File: config.mk
export PLATFORM = sky130hd
export DESIGN_NAME = serial_channel_status_control
export DESIGN_NICKNAME = d
export VERILOG_FILES = /design/src/logic/serial_channel_status_control.v /design/src/logic/channel_error_flags.v
export VERILOG_INCLUDE_DIRS = /design/src /design/src/logic
export SDC_FILE = /design/constraint.sdc
export NUM_CORES = 1
export LEC_CHECK = 0
export BUFFER_PORTS_ARGS = -buffer_cell sky130_fd_sc_hd__buf_2
export CORE_AREA = 2 2 71 73
export CTS_CLUSTER_SIZE = 24
export DETAILED_ROUTE_END_ITERATION = 10
export DIE_AREA = 0 0 73 75
export GPL_ROUTABILITY_DRIVEN = 0
export PLACE_DENSITY = 0.64
export SLEW_MARGIN = 20
export SYNTH_ARGS = -nofsm -noshare
export SYNTH_HDL_FRONTEND = slang
export SYNTH_SLANG_ARGS = --single-unit
File: constraint.sdc
create_clock -name i_clk -period 2.25 [get_ports i_clk]
set_clock_uncertainty 0.05 [all_clocks]
set_input_delay 0.3375 -clock i_clk [delete_from_list [all_inputs] [get_ports i_clk]]
set_output_delay 0.3375 -clock i_clk [all_outputs]
set_load 0.005 [all_outputs]
File: src/logic/serial_status_defines.vh
// Constants for the serial channel status and run-control block
`ifndef SERIAL_STATUS_DEFINES_VH
`define SERIAL_STATUS_DEFINES_VH

// ----------------------------------------
// Register addresses (byte addresses)
// ----------------------------------------
`define ADDR_W 20
`define ADDR_STATUS0 20'hF0100
`define ADDR_STATUS1 20'hF0102
`define ADDR_FLAG_CLR0 20'hF0108
`define ADDR_FLAG_CLR1 20'hF010A
`define ADDR_ENABLE 20'hF0120
`define ADDR_START 20'hF0122
`define ADDR_STOP 20'hF0124
`define ADDR_CLK_LEVEL 20'hF0129

// ----------------------------------------
// Status register bit positions
// ----------------------------------------
`define BIT_TRANSFER_ACTIVE 6
`define BIT_BUFFER_FULL 5
`define BIT_FRAMING 2
`define BIT_PARITY 1
`define BIT_OVERRUN 0

// ----------------------------------------
// Reset values
// ----------------------------------------
`define RST_ENABLE 2'h0
`define RST_TRIGGER 2'h0
`define RST_FLAG_CLR 3'h0
`define RST_STATUS 2'h0
`define RST_CLK_LEVEL 2'h3
`define RST_RDATA 8'h00
`define READ_ZERO 8'h00

`endif

File: src/logic/serial_channel_status_control.v
// Status, error flags and run control of a two-channel serial unit
`timescale 1ns/10ps
`default_nettype none
`include "serial_status_defines.vh"

module serial_channel_status_control (
   // Clock and reset
   input wire i_clk,
   input wire i_rst,
   // Memory-mapped byte access
   input wire [`ADDR_W-1:0] i_addr,
   input wire [7:0] i_wdata,
   input wire i_wr,
   input wire i_rd,
   output reg [7:0] o_rdata,
   // Channel configuration from the mode registers
   input wire [1:0] i_receive_enable_bit,
   input wire [1:0] i_transmit_enable,
   input wire [1:0] i_slave_transmit_mode,
   input wire [1:0] i_parity_enable,
   input wire [1:0] i_parity_odd,
   // Transfer engine events, one bit per channel; receive data one byte per channel
   input wire [1:0] i_transfer_start,
   input wire [1:0] i_transfer_end,
   input wire [1:0] i_rx_done,
   input wire [1:0] i_rx_stop_ok,
   input wire [15:0] i_rx_data,
   input wire [1:0] i_rx_parity_bit,
   input wire [1:0] i_rx_store,
   input wire [1:0] i_tx_taken,
   input wire [1:0] i_engine_clock,
   // Data buffer accesses by software
   input wire [1:0] i_buffer_write,
   input wire [1:0] i_buffer_read,
   // Channel control towards the engine and pins
   output wire [1:0] o_serial_clock_pin,
   output wire [1:0] o_channel_enabled,
   output wire [1:0] o_channel_abort,
   output wire [1:0] o_channel_halt
);

   // ----------------------------------------
   // Functions
   // ----------------------------------------
   // Odd parity inverts the expected bit
   function parity_calc;
      input [7:0] data;
      input odd;
      begin
         parity_calc = (^data) ^ odd;
      end
   endfunction

   function [7:0] status_byte;
      input active;
      input full;
      input [2:0] flags;
      begin
         status_byte = 8'h00;
         status_byte[`BIT_TRANSFER_ACTIVE] = active;
         status_byte[`BIT_BUFFER_FULL] = full;
         status_byte[`BIT_FRAMING] = flags[2];
         status_byte[`BIT_PARITY] = flags[1];
         status_byte[`BIT_OVERRUN] = flags[0];
      end
   endfunction

   // ----------------------------------------
   // State
   // ----------------------------------------
   // Per-channel vectors: bit n belongs to channel n, except the flag clear and read data registers
   reg [1:0] channel_enabled_reg;
   reg [1:0] channel_enabled_next;
   reg [1:0] channel_start_reg;
   reg [1:0] channel_start_next;
   reg [1:0] channel_stop_reg;
   reg [1:0] channel_stop_next;
   reg [1:0] clock_output_level_reg;
   reg [1:0] clock_output_level_next;
   reg [2:0] flag_clear0_reg;
   reg [2:0] flag_clear0_next;
   reg [2:0] flag_clear1_reg;
   reg [2:0] flag_clear1_next;
   reg [1:0] transfer_active_reg;
   reg [1:0] transfer_active_next;
   reg [1:0] buffer_full_reg;
   reg [1:0] buffer_full_next;
   reg [7:0] rdata_next;

   wire [2:0] flags0;
   wire [2:0] flags1;
   wire [1:0] framing_set;
   wire [1:0] parity_set;
   wire [1:0] overrun_set;
   wire [1:0] rx_error;

   // ----------------------------------------
   // Register write decode
   // ----------------------------------------
   // Exact byte address match, one access per cycle
   wire wr_start = i_wr && (i_addr == `ADDR_START);
   wire wr_stop = i_wr && (i_addr == `ADDR_STOP);
   wire wr_clk_level = i_wr && (i_addr == `ADDR_CLK_LEVEL);
   wire wr_clr0 = i_wr && (i_addr == `ADDR_FLAG_CLR0);
   wire wr_clr1 = i_wr && (i_addr == `ADDR_FLAG_CLR1);

   // ----------------------------------------
   // Error event detection
   // ----------------------------------------
   genvar ch;
   generate
      for (ch = 0; ch < 2; ch = ch + 1) begin : g_events
         wire rx_on = i_receive_enable_bit[ch];
         wire computed = parity_calc(i_rx_data[8*ch+7:8*ch], i_parity_odd[ch]);
         // missing stop bit, channel 1 only
         // Channel 0 must not see one, or its buffer-full flag would rise
         assign framing_set[ch] = (ch == 1) && i_rx_done[ch] && rx_on
                                  && !i_rx_stop_ok[ch];
         assign parity_set[ch] = i_rx_done[ch] && rx_on && i_parity_enable[ch]
                                 && (computed != i_rx_parity_bit[ch]);
         // unread data overwritten, write while full, slave underrun
         assign overrun_set[ch] = (i_buffer_write[ch] && buffer_full_reg[ch])
                                  || (i_rx_store[ch] && rx_on && buffer_full_reg[ch])
                                  || (i_transfer_start[ch] && channel_enabled_reg[ch]
                                      && i_slave_transmit_mode[ch]
                                      && i_transmit_enable[ch] && !buffer_full_reg[ch]);
         // Reception errors also mark the buffer full
         assign rx_error[ch] = framing_set[ch] || parity_set[ch];
      end
   endgenerate

   // ----------------------------------------
   // Error flags per channel
   // ----------------------------------------
   // no framing on channel 0
   channel_error_flags #(
      .HAS_FRAMING(0)
   ) u_flags0 (
      .i_clk(i_clk),
      .i_rst(i_rst),
      .i_framing_set(1'b0),
      .i_parity_set(parity_set[0]),
      .i_overrun_set(overrun_set[0]),
      .i_clear(flag_clear0_reg),
      .o_flags(flags0)
   );

   // framing detection lives on channel 1
   channel_error_flags #(
      .HAS_FRAMING(1)
   ) u_flags1 (
      .i_clk(i_clk),
      .i_rst(i_rst),
      .i_framing_set(framing_set[1]),
      .i_parity_set(parity_set[1]),
      .i_overrun_set(overrun_set[1]),
      .i_clear(flag_clear1_reg),
      .o_flags(flags1)
   );

   // ----------------------------------------
   // Flag clear triggers
   // ----------------------------------------
   // Held one cycle, then gone whether or not the flags have dropped
   // A flag event in that same cycle still wins
   always @* begin
      flag_clear0_next = `RST_FLAG_CLR;
      flag_clear1_next = `RST_FLAG_CLR;
      if (wr_clr0) begin
         // no framing trigger on channel 0
         flag_clear0_next = {1'b0, i_wdata[1:0]};
      end
      if (wr_clr1) begin
         flag_clear1_next = i_wdata[2:0];
      end
   end

   // ----------------------------------------
   // Start, stop and enable status
   // ----------------------------------------
   always @* begin
      // Start and stop never pend together: each write reaches one register
      // start trigger self-clears once enabled, stop once disabled
      channel_start_next = channel_start_reg & ~channel_enabled_next;
      channel_stop_next = channel_stop_reg & channel_enabled_next;
      if (wr_start) begin
         channel_start_next = i_wdata[1:0];
      end
      if (wr_stop) begin
         channel_stop_next = i_wdata[1:0];
      end
   end

   always @* begin
      // start sets enable, stop clears it
      channel_enabled_next = (channel_enabled_reg | channel_start_reg) & ~channel_stop_reg;
   end

   // abort request to the engine is the start trigger itself
   assign o_channel_abort = channel_start_reg;
   assign o_channel_halt = channel_stop_reg;
   assign o_channel_enabled = channel_enabled_reg;

   // ----------------------------------------
   // Transfer-active and buffer-full flags
   // ----------------------------------------
   // One loop index per process, so each has a single driver
   integer n;
   integer m;
   always @* begin
      transfer_active_next = transfer_active_reg;
      buffer_full_next = buffer_full_reg;
      for (n = 0; n < 2; n = n + 1) begin
         // set at start wins over clears
         if (i_transfer_start[n] && channel_enabled_reg[n]) begin
            transfer_active_next[n] = 1'b1;
         end else if (i_transfer_end[n] || channel_start_reg[n] || channel_stop_reg[n]) begin
            transfer_active_next[n] = 1'b0;
         end
         // Start and stop drop stale buffer contents as well
         if ((i_buffer_write[n] && i_transmit_enable[n])
             || (i_rx_store[n] && i_receive_enable_bit[n]) || rx_error[n]) begin
            buffer_full_next[n] = 1'b1;
         end else if (i_tx_taken[n] || i_buffer_read[n]
                      || channel_start_reg[n] || channel_stop_reg[n]) begin
            buffer_full_next[n] = 1'b0;
         end
      end
   end

   // ----------------------------------------
   // Clock output level
   // ----------------------------------------
   // Pin is a flop copy, so it lags the engine by one cycle
   always @* begin
      clock_output_level_next = clock_output_level_reg;
      for (m = 0; m < 2; m = m + 1) begin
         if (channel_enabled_reg[m]) begin
            clock_output_level_next[m] = i_engine_clock[m];
         end else if (wr_clk_level) begin
            clock_output_level_next[m] = i_wdata[m];
         end
      end
   end

   assign o_serial_clock_pin = clock_output_level_reg;

   // ----------------------------------------
   // Read mux
   // ----------------------------------------
   // Registered data, valid the cycle after the strobe, zero otherwise
   always @* begin
      rdata_next = `READ_ZERO;
      if (i_rd) begin
         case (i_addr)
            `ADDR_STATUS0: begin
               rdata_next = status_byte(transfer_active_reg[0], buffer_full_reg[0], flags0);
            end
            `ADDR_STATUS1: begin
               rdata_next = status_byte(transfer_active_reg[1], buffer_full_reg[1], flags1);
            end
            `ADDR_ENABLE: begin
               rdata_next = {6'h00, channel_enabled_reg};
            end
            `ADDR_CLK_LEVEL: begin
               rdata_next = {6'h00, clock_output_level_reg};
            end
            `ADDR_START: begin
               rdata_next = `READ_ZERO;
            end
            `ADDR_STOP: begin
               rdata_next = `READ_ZERO;
            end
            default: begin
               rdata_next = `READ_ZERO;
            end
         endcase
      end
   end

   // ----------------------------------------
   // Registers
   // ----------------------------------------
   // No clock enable: every register updates on every edge
   always @(posedge i_clk) begin
      if (i_rst) begin
         channel_enabled_reg <= `RST_ENABLE;
         channel_start_reg <= `RST_TRIGGER;
         channel_stop_reg <= `RST_TRIGGER;
         clock_output_level_reg <= `RST_CLK_LEVEL;
         flag_clear0_reg <= `RST_FLAG_CLR;
         flag_clear1_reg <= `RST_FLAG_CLR;
         transfer_active_reg <= `RST_STATUS;
         buffer_full_reg <= `RST_STATUS;
         o_rdata <= `RST_RDATA;
      end else begin
         channel_enabled_reg <= channel_enabled_next;
         channel_start_reg <= channel_start_next;
         channel_stop_reg <= channel_stop_next;
         clock_output_level_reg <= clock_output_level_next;
         flag_clear0_reg <= flag_clear0_next;
         flag_clear1_reg <= flag_clear1_next;
         transfer_active_reg <= transfer_active_next;
         buffer_full_reg <= buffer_full_next;
         o_rdata <= rdata_next;
      end
   end

endmodule // serial_channel_status_control

`default_nettype wire

File: src/logic/channel_error_flags.v
// Sticky framing, parity and overrun flags of one channel
`timescale 1ns/10ps
`default_nettype none

module channel_error_flags #(
   parameter HAS_FRAMING = 1
) (
   // Clock and reset
   input wire i_clk,
   input wire i_rst,
   // Error events
   input wire i_framing_set,
   input wire i_parity_set,
   input wire i_overrun_set,
   // Clear triggers {framing, parity, overrun}
   input wire [2:0] i_clear,
   // Flags {framing, parity, overrun}
   output wire [2:0] o_flags
);

   reg framing_error_flag_reg;
   reg parity_error_flag_reg;
   reg overrun_error_flag_reg;

   // ----------------------------------------
   // Flag update
   // ----------------------------------------
   // Set beats clear so no event is lost
   always @(posedge i_clk) begin
      if (i_rst) begin
         framing_error_flag_reg <= 1'b0;
         parity_error_flag_reg <= 1'b0;
         overrun_error_flag_reg <= 1'b0;
      end else begin
         if (HAS_FRAMING == 0)
            framing_error_flag_reg <= 1'b0;
         else if (i_framing_set)
            framing_error_flag_reg <= 1'b1;
         else if (i_clear[2])
            framing_error_flag_reg <= 1'b0;
         if (i_parity_set)
            parity_error_flag_reg <= 1'b1;
         else if (i_clear[1])
            parity_error_flag_reg <= 1'b0;
         if (i_overrun_set)
            overrun_error_flag_reg <= 1'b1;
         else if (i_clear[0])
            overrun_error_flag_reg <= 1'b0;
      end
   end

   assign o_flags = {framing_error_flag_reg, parity_error_flag_reg, overrun_error_flag_reg};

endmodule // channel_error_flags

`default_nettype wire

==> results of run 1 <==
metal layers:
| layer | wire length (um) | track usage | up-vias |
|---|---|---|---|
| met5 | 0 | 0 | - |
| met4 | 8 | 0.0185 | 0 |
| met3 | 168 | 0.0308 | 2 |
| met2 | 1900 | 0.236 | 32 |
| met1 | 1650 | 0.177 | 696 |
| li1 | - | - | 780 |
path summary, 6_finish.rpt:
check                                                     start                 end  slack [ns]  cells past startpoint
worst max-delay path                                 i_addr[13]          o_rdata[0]        0.24                      5
worst min-delay path                                 i_wdata[2]  flag_clear1_reg[2]        0.24                      3
worst max register to register             o_channel_enabled[1]          o_rdata[1]        0.93                      3
worst min register to register  u_flags1.framing_error_flag_reg          o_rdata[2]        0.38                      2
cell type report:
class / count / area share
Tap cell: 54 / 0.0336
Multi-Input combinational cell: 129 / 0.447
Inverter: 6 / 0.0112
Timing Repair Buffer: 86 / 0.217
Sequential cell: 27 / 0.269
Clock buffer: 4 / 0.0224
logic make-up (layout without fill, tap and decap cells):
logic type                after synthesis  in the layout  synth area share
AOI/OAI and AO/OA                      24             24             0.104
DFF                                    27             27             0.363
muxes                                   8              8            0.0538
other                                   1              3           0.00252
buffers and inverters                  12             96            0.0378
and+or+nand+nor                        78             78             0.326
xor gates and xnor gates               16             16             0.113
through the flow:
step	util	area (sq um)	power, W
floorplan	-	1500	0.000629
global placement	0.422	1970	0.000717
detailed placement	0.422	1970	0.000719
CTS	0.431	2010	0.000985
global route	0.431	2010	0.00102
finish	0.431	2010	0.000972
placed cells by master (no fill, tap or decap), drive strengths merged, types with 3 or more instances in the layout:
cell / count
or4b: 3
nand3: 4
conb: 3
buf: 86
nand3b: 4
nor4b: 4
nand4: 6
or4: 4
mux2i: 8
nor4: 6
o21ai: 4
nand2: 6
a21oi: 10
nor3: 8
nand4b: 3
nor2: 16
dfxtp: 27
nand2b: 4
xnor2: 12
inv: 6
clkbuf: 4
worst max-delay path, stage by stage:
cell and delay [ns]:
buf_2 0.10, or4b_1 0.53, or4_4 0.57, or4_1 0.47, a21oi_1 0.15
power by group through the flow:
| stage | clock (W) | combinational [W] | sequential (W) |
|---|---|---|---|
| global route | 0.000292 | 0.000231 | 0.000499 |
| detailed placement | 0 | 0.000211 | 0.000508 |
| CTS | 0.000277 | 0.000211 | 0.000497 |
| floorplan | 0 | 0.000123 | 0.000506 |
| finish | 0.000266 | 0.000208 | 0.000497 |
| global placement | 0 | 0.000208 | 0.000508 |
==> results.py, run 1 <==
metrics = {
    "clock_tree": {
        "hold_buffers": 0,
        "root_buffer": "clkbuf_8",
        "cts_buffers": 3,
        "clock_latency_ns": 0.27,
        "h-tree-depth": 1,
        "post-cts-setup-buffers": 0,
        "tritoncts": "yes",
        "cts-resized-gates": 0,
        "clkSinkCount": 27,
        "cts_max_path_buffers": 2,
        "clk_pin_slew_ns": 0.09,
    },
    "layout": {
        "final-instance-count-excl-fill": 306,
        "nFillCells": 488,
        "largest_reg_flops": 5,
        "drive_above_1_share": 0.385,
        "nets": 331,
        "multi_input_comb_area_sq_um": 900,
        "area_delta_synth_final_pct": 35.0,
        "diodes": 0,
        "ff_latch_area_sq_um": 541,
    },
    "route": {
        "drc_errors": 0,
        "via_count": 1510,
        "drtAntennaViolNets": 0,
        "first_pass_iters": 4,
        "drtIter0Drc": 45,
        "vias_per_cell": 4.93,
        "routed_wl_um": 3730,
        "routedWlPerCell_um": 12.2,
    },
    "grt": {
        "grt_pass1_wl_um": 5870,
        "grt.overflow.total": 0,
        "grt_max_degree": 27,
        "grt_pass1_vias": 1333,
        "grt.total_usage": 0.136,
        "antenna_found_initial": 0,
    },
    "pwr": {
        "internal_power_w": 0.000735,
        "power.share.sequential": 0.512,
        "p_per_area_nw_per_um2": 483,
        "ir_drop_v": 0.000347,
        "comb_power_share": 0.214,
        "netSwitchingPower_w": 0.000237,
        "p_clk_frac": 0.274,
        "p_leak_nw": 0.882,
        "swShare": 0.244,
    },
    "synthesis": {
        "netlist_instances": 166,
        "yosysTopAreaCellShare": 0.363,
        "synth_common_cells": "dfxtp_1 (27), nor2_1 (16), xnor2_1 (12)",
        "syn_avg_cell_area_sq_um": 8.97,
        "synth_most_common_cell": "dfxtp_1",
        "synth_edf_count": 0,
        "yosysSeqAreaShare": 0.363,
        "syn_area_sq_um": 1490,
        "yosys_warnings": 0,
        "ys_ff_latch": 27,
        "async_reset_ff_frac": 0,
        "synth_top_area_cell": "dfxtp_1",
        "ys.flop_type": "dfxtp_1",
        "synth_cell_type_count": 40,
        "ys_top_cells_by_area": "dfxtp_1 (36%), xnor2_1 (7.1%), mux2i_1 (5.4%)",
    },
    "sta": {
        "period_minus_slack_ns": 2.01,
        "fin_crit_sh": 0.895,
        "report.final.hold_viol_count": 0,
        "fin_ws_ns": 0.237,
        "max_freq_mhz": 497,
        "setup_tns_ns": 0,
        "rsz0062_at_grt": "no",
        "timing.hold.ws_ns": 0.241,
        "setup_violations": 0,
        "drv_slew": 0,
    },
    "die": {
        "rows": 25,
        "start_util": 0.319,
        "ios": 94,
        "core_sq_um": 4660,
        "die_y_um": 75,
        "die-area_sq_um": 5480,
        "die_x_um": 73,
    },
    "job": {
        "max_cap_violations": 0,
    },
    "placement": {
        "post-place-ws_ns": -0.0505,
        "placed_cells": 302,
        "post-dp-hpwl_um": 3110,
        "io_buffers": 84,
    },
    "worst_setup_path": {
        "critPathCaptureType": "flop",
        "worstSetupPathType": "input port to flop",
        "required_ns": 2.40,
        "worst-endpoint-arrival_ns": 2.17,
        "crit_path_start_kind": "input port",
        "critPathMaxFanout": 3,
    },
    "run_status": {
        "status": "completed",
    },
    "min_path": {
        "hold_path_class": "input port to flop",
    },
}
(Power assumes the default switching activity.)
==> run 2, diff against run 1 <==
--- a/config.mk
+++ b/config.mk
@@ -6,13 +6,14 @@
 export SDC_FILE = /design/constraint.sdc
 export NUM_CORES = 1
 export LEC_CHECK = 0
+export ABC_AREA = 1
 export BUFFER_PORTS_ARGS = -buffer_cell sky130_fd_sc_hd__buf_2
-export CORE_AREA = 2 2 71 73
+export CORE_AREA = 2 2 77 79
 export CTS_CLUSTER_SIZE = 24
 export DETAILED_ROUTE_END_ITERATION = 10
-export DIE_AREA = 0 0 73 75
+export DIE_AREA = 0 0 79 81
 export GPL_ROUTABILITY_DRIVEN = 0
-export PLACE_DENSITY = 0.64
+export PLACE_DENSITY = 0.61
 export SLEW_MARGIN = 20
 export SYNTH_ARGS = -nofsm -noshare
 export SYNTH_HDL_FRONTEND = slang
==> results.py, run 2 <==
metrics = {
    "grt": {
        "grt.overflow.total": 0,
        "grt_pass1_wl_um": 7140,
        "grt.total_usage": 0.136,
        "grt_pass1_vias": 1722,
        "grt_max_degree": 17,
        "antenna_found_initial": 0,
    },
    "route": {
        "vias_per_cell": 4.35,
        "drc_errors": 0,
        "routed_wl_um": 4230,
        "drtIter0Drc": 73,
        "drtAntennaViolNets": 0,
        "via_count": 1982,
        "routedWlPerCell_um": 9.28,
        "first_pass_iters": 4,
    },
    "sta": {
        "report.final.hold_viol_count": 0,
        "max_freq_mhz": 765,
        "rsz0062_at_grt": "no",
        "setup_violations": 0,
        "period_minus_slack_ns": 1.31,
        "fin_crit_sh": 0.581,
        "fin_ws_ns": 0.943,
        "setup_tns_ns": 0,
        "drv_slew": 0,
    },
    "synthesis": {
        "synth_edf_count": 0,
        "synth_cell_type_count": 30,
        "yosys_warnings": 0,
        "ys_top_cells_by_area": "dfxtp_1 (30%), nand2_1 (21%), inv_1 (10%)",
        "synth_most_common_cell": "nand2_1",
        "yosysSeqAreaShare": 0.305,
        "async_reset_ff_frac": 0,
        "netlist_instances": 296,
        "ys_ff_latch": 27,
        "ys.flop_type": "dfxtp_1",
        "synth_top_area_cell": "dfxtp_1",
        "syn_area_sq_um": 1770,
        "synth_common_cells": "nand2_1 (98), inv_1 (49), nor2_1 (28)",
        "yosysTopAreaCellShare": 0.305,
        "syn_avg_cell_area_sq_um": 5.99,
    },
    "placement": {
        "post-dp-hpwl_um": 3730,
        "io_buffers": 84,
        "post-place-ws_ns": 0.728,
    },
    "worst_setup_path": {
        "worstSetupPathType": "flop to primary output",
        "critPathCaptureType": "primary output",
        "max_stage_delay_ns": 0.48,
        "critical_path.cell_chain": "buf_2",
        "cp_top_family": "flip-flops",
        "crit_slowest_cell": "dfxtp_1",
        "crit_buf_inv": 1,
        "crit_path_start_kind": "flop",
        "critPathMaxFanout": 7,
        "required_ns": 1.86,
        "worst-endpoint-arrival_ns": 0.92,
    },
    "run_status": {
        "status": "completed",
    },
    "clock_tree": {
        "h-tree-depth": 1,
        "clkSinkCount": 27,
        "tritoncts": "yes",
        "cts-resized-gates": 0,
        "root_buffer": "clkbuf_8",
        "cts_buffers": 3,
        "cts_max_path_buffers": 2,
        "hold_buffers": 0,
        "clock_latency_ns": 0.27,
        "post-cts-setup-buffers": 0,
        "clk_pin_slew_ns": 0.10,
    },
    "layout": {
        "diodes": 0,
        "largest_reg_flops": 5,
        "final_common_cell": "nand2_1",
        "area_delta_synth_final_pct": 30.5,
        "drive_above_1_share": 0.276,
        "nets": 460,
        "nFillCells": 673,
        "mostFrequentLayoutCells": "nand2_1 (98), buf_2 (84), inv_1 (49)",
        "multi_input_comb_area_sq_um": 1010,
        "ff_latch_area_sq_um": 541,
    },
    "die": {
        "rows": 28,
        "die_y_um": 81,
        "die-area_sq_um": 6400,
        "die_x_um": 79,
        "start_util": 0.313,
        "core_sq_um": 5680,
        "ios": 94,
    },
    "pwr": {
        "ir_drop_v": 0.000272,
        "p_leak_nw": 1.28,
        "p_per_area_nw_per_um2": 417,
    },
    "min_path": {
        "hold_path_class": "input port to flop",
    },
    "job": {
        "max_cap_violations": 0,
    },
}
==> run 2: final timing paths <==
kind | start | to | slack (ns) | depth (start not counted)
max | o_channel_enabled[0] | o_channel_enabled[0] | 0.94 | 1
min | i_wdata[2] | flag_clear1_reg[2] | 0.23 | 3
max reg2reg | transfer_active_reg[0] | transfer_active_reg[0] | 1.14 | 3
min reg2reg | u_flags1.framing_error_flag_reg | u_flags1.framing_error_flag_reg | 0.43 | 2
==> run 2: final cells by class <==
cell class                      instances  area share
Clock inverter                          1     0.00324
Multi-Input combinational cell        213       0.437
Timing Repair Buffer                   84       0.182
Sequential cell                        27       0.234
Tap cell                               75      0.0405
Inverter                               53      0.0859
Clock buffer                            3      0.0178
==> run 2: logic make-up after synthesis <==
| family | share of synthesized area |
|---|---|
| simple gates | 0.482 |
| buf+inv | 0.129 |
| flops | 0.305 |
| compound gates | 0.0571 |
| xor+xnor | 0.0247 |
| other cells | 0.00211 |
==> run 2: power by group <==
part / internal (W) / switching [W]
clock network: 0.000125 / 0.000146
logic: 0.0000936 / 0.000110
registers: 0.000486 / 0.00000486
total: 0.000705 / 0.000261
==> run 2: worst min-delay path, stage by stage <==
cell and delay, ns:
buf_2 0.09, inv_1 0.04, nor2_1 0.03
==> run 2: routing by layer <==
metal	global-route usage	vias to the layer above	wire, um	part of all wire
li1	-	1084	-	-
met1	0.175	847	1910	0.45
met2	0.241	49	2080	0.49
met3	0.0211	2	215	0.051
met4	0.0310	0	32	0.0076
met5	0	-	0	0
==> run 2: through the flow <==
stage	instances	util	hold WS, ns	cell area (sq um)	power (W)
2_1_floorplan	298	-	0.389	1780	0.000618
3_3_place_gp	452	0.399	0.403	2270	0.000703
3_5_place_dp	452	0.399	0.413	2270	0.000708
4_1_cts	456	0.408	0.231	2310	0.000976
5_1_grt	456	0.408	0.251	2310	0.00104
6_report	456	0.408	0.231	2310	0.000966
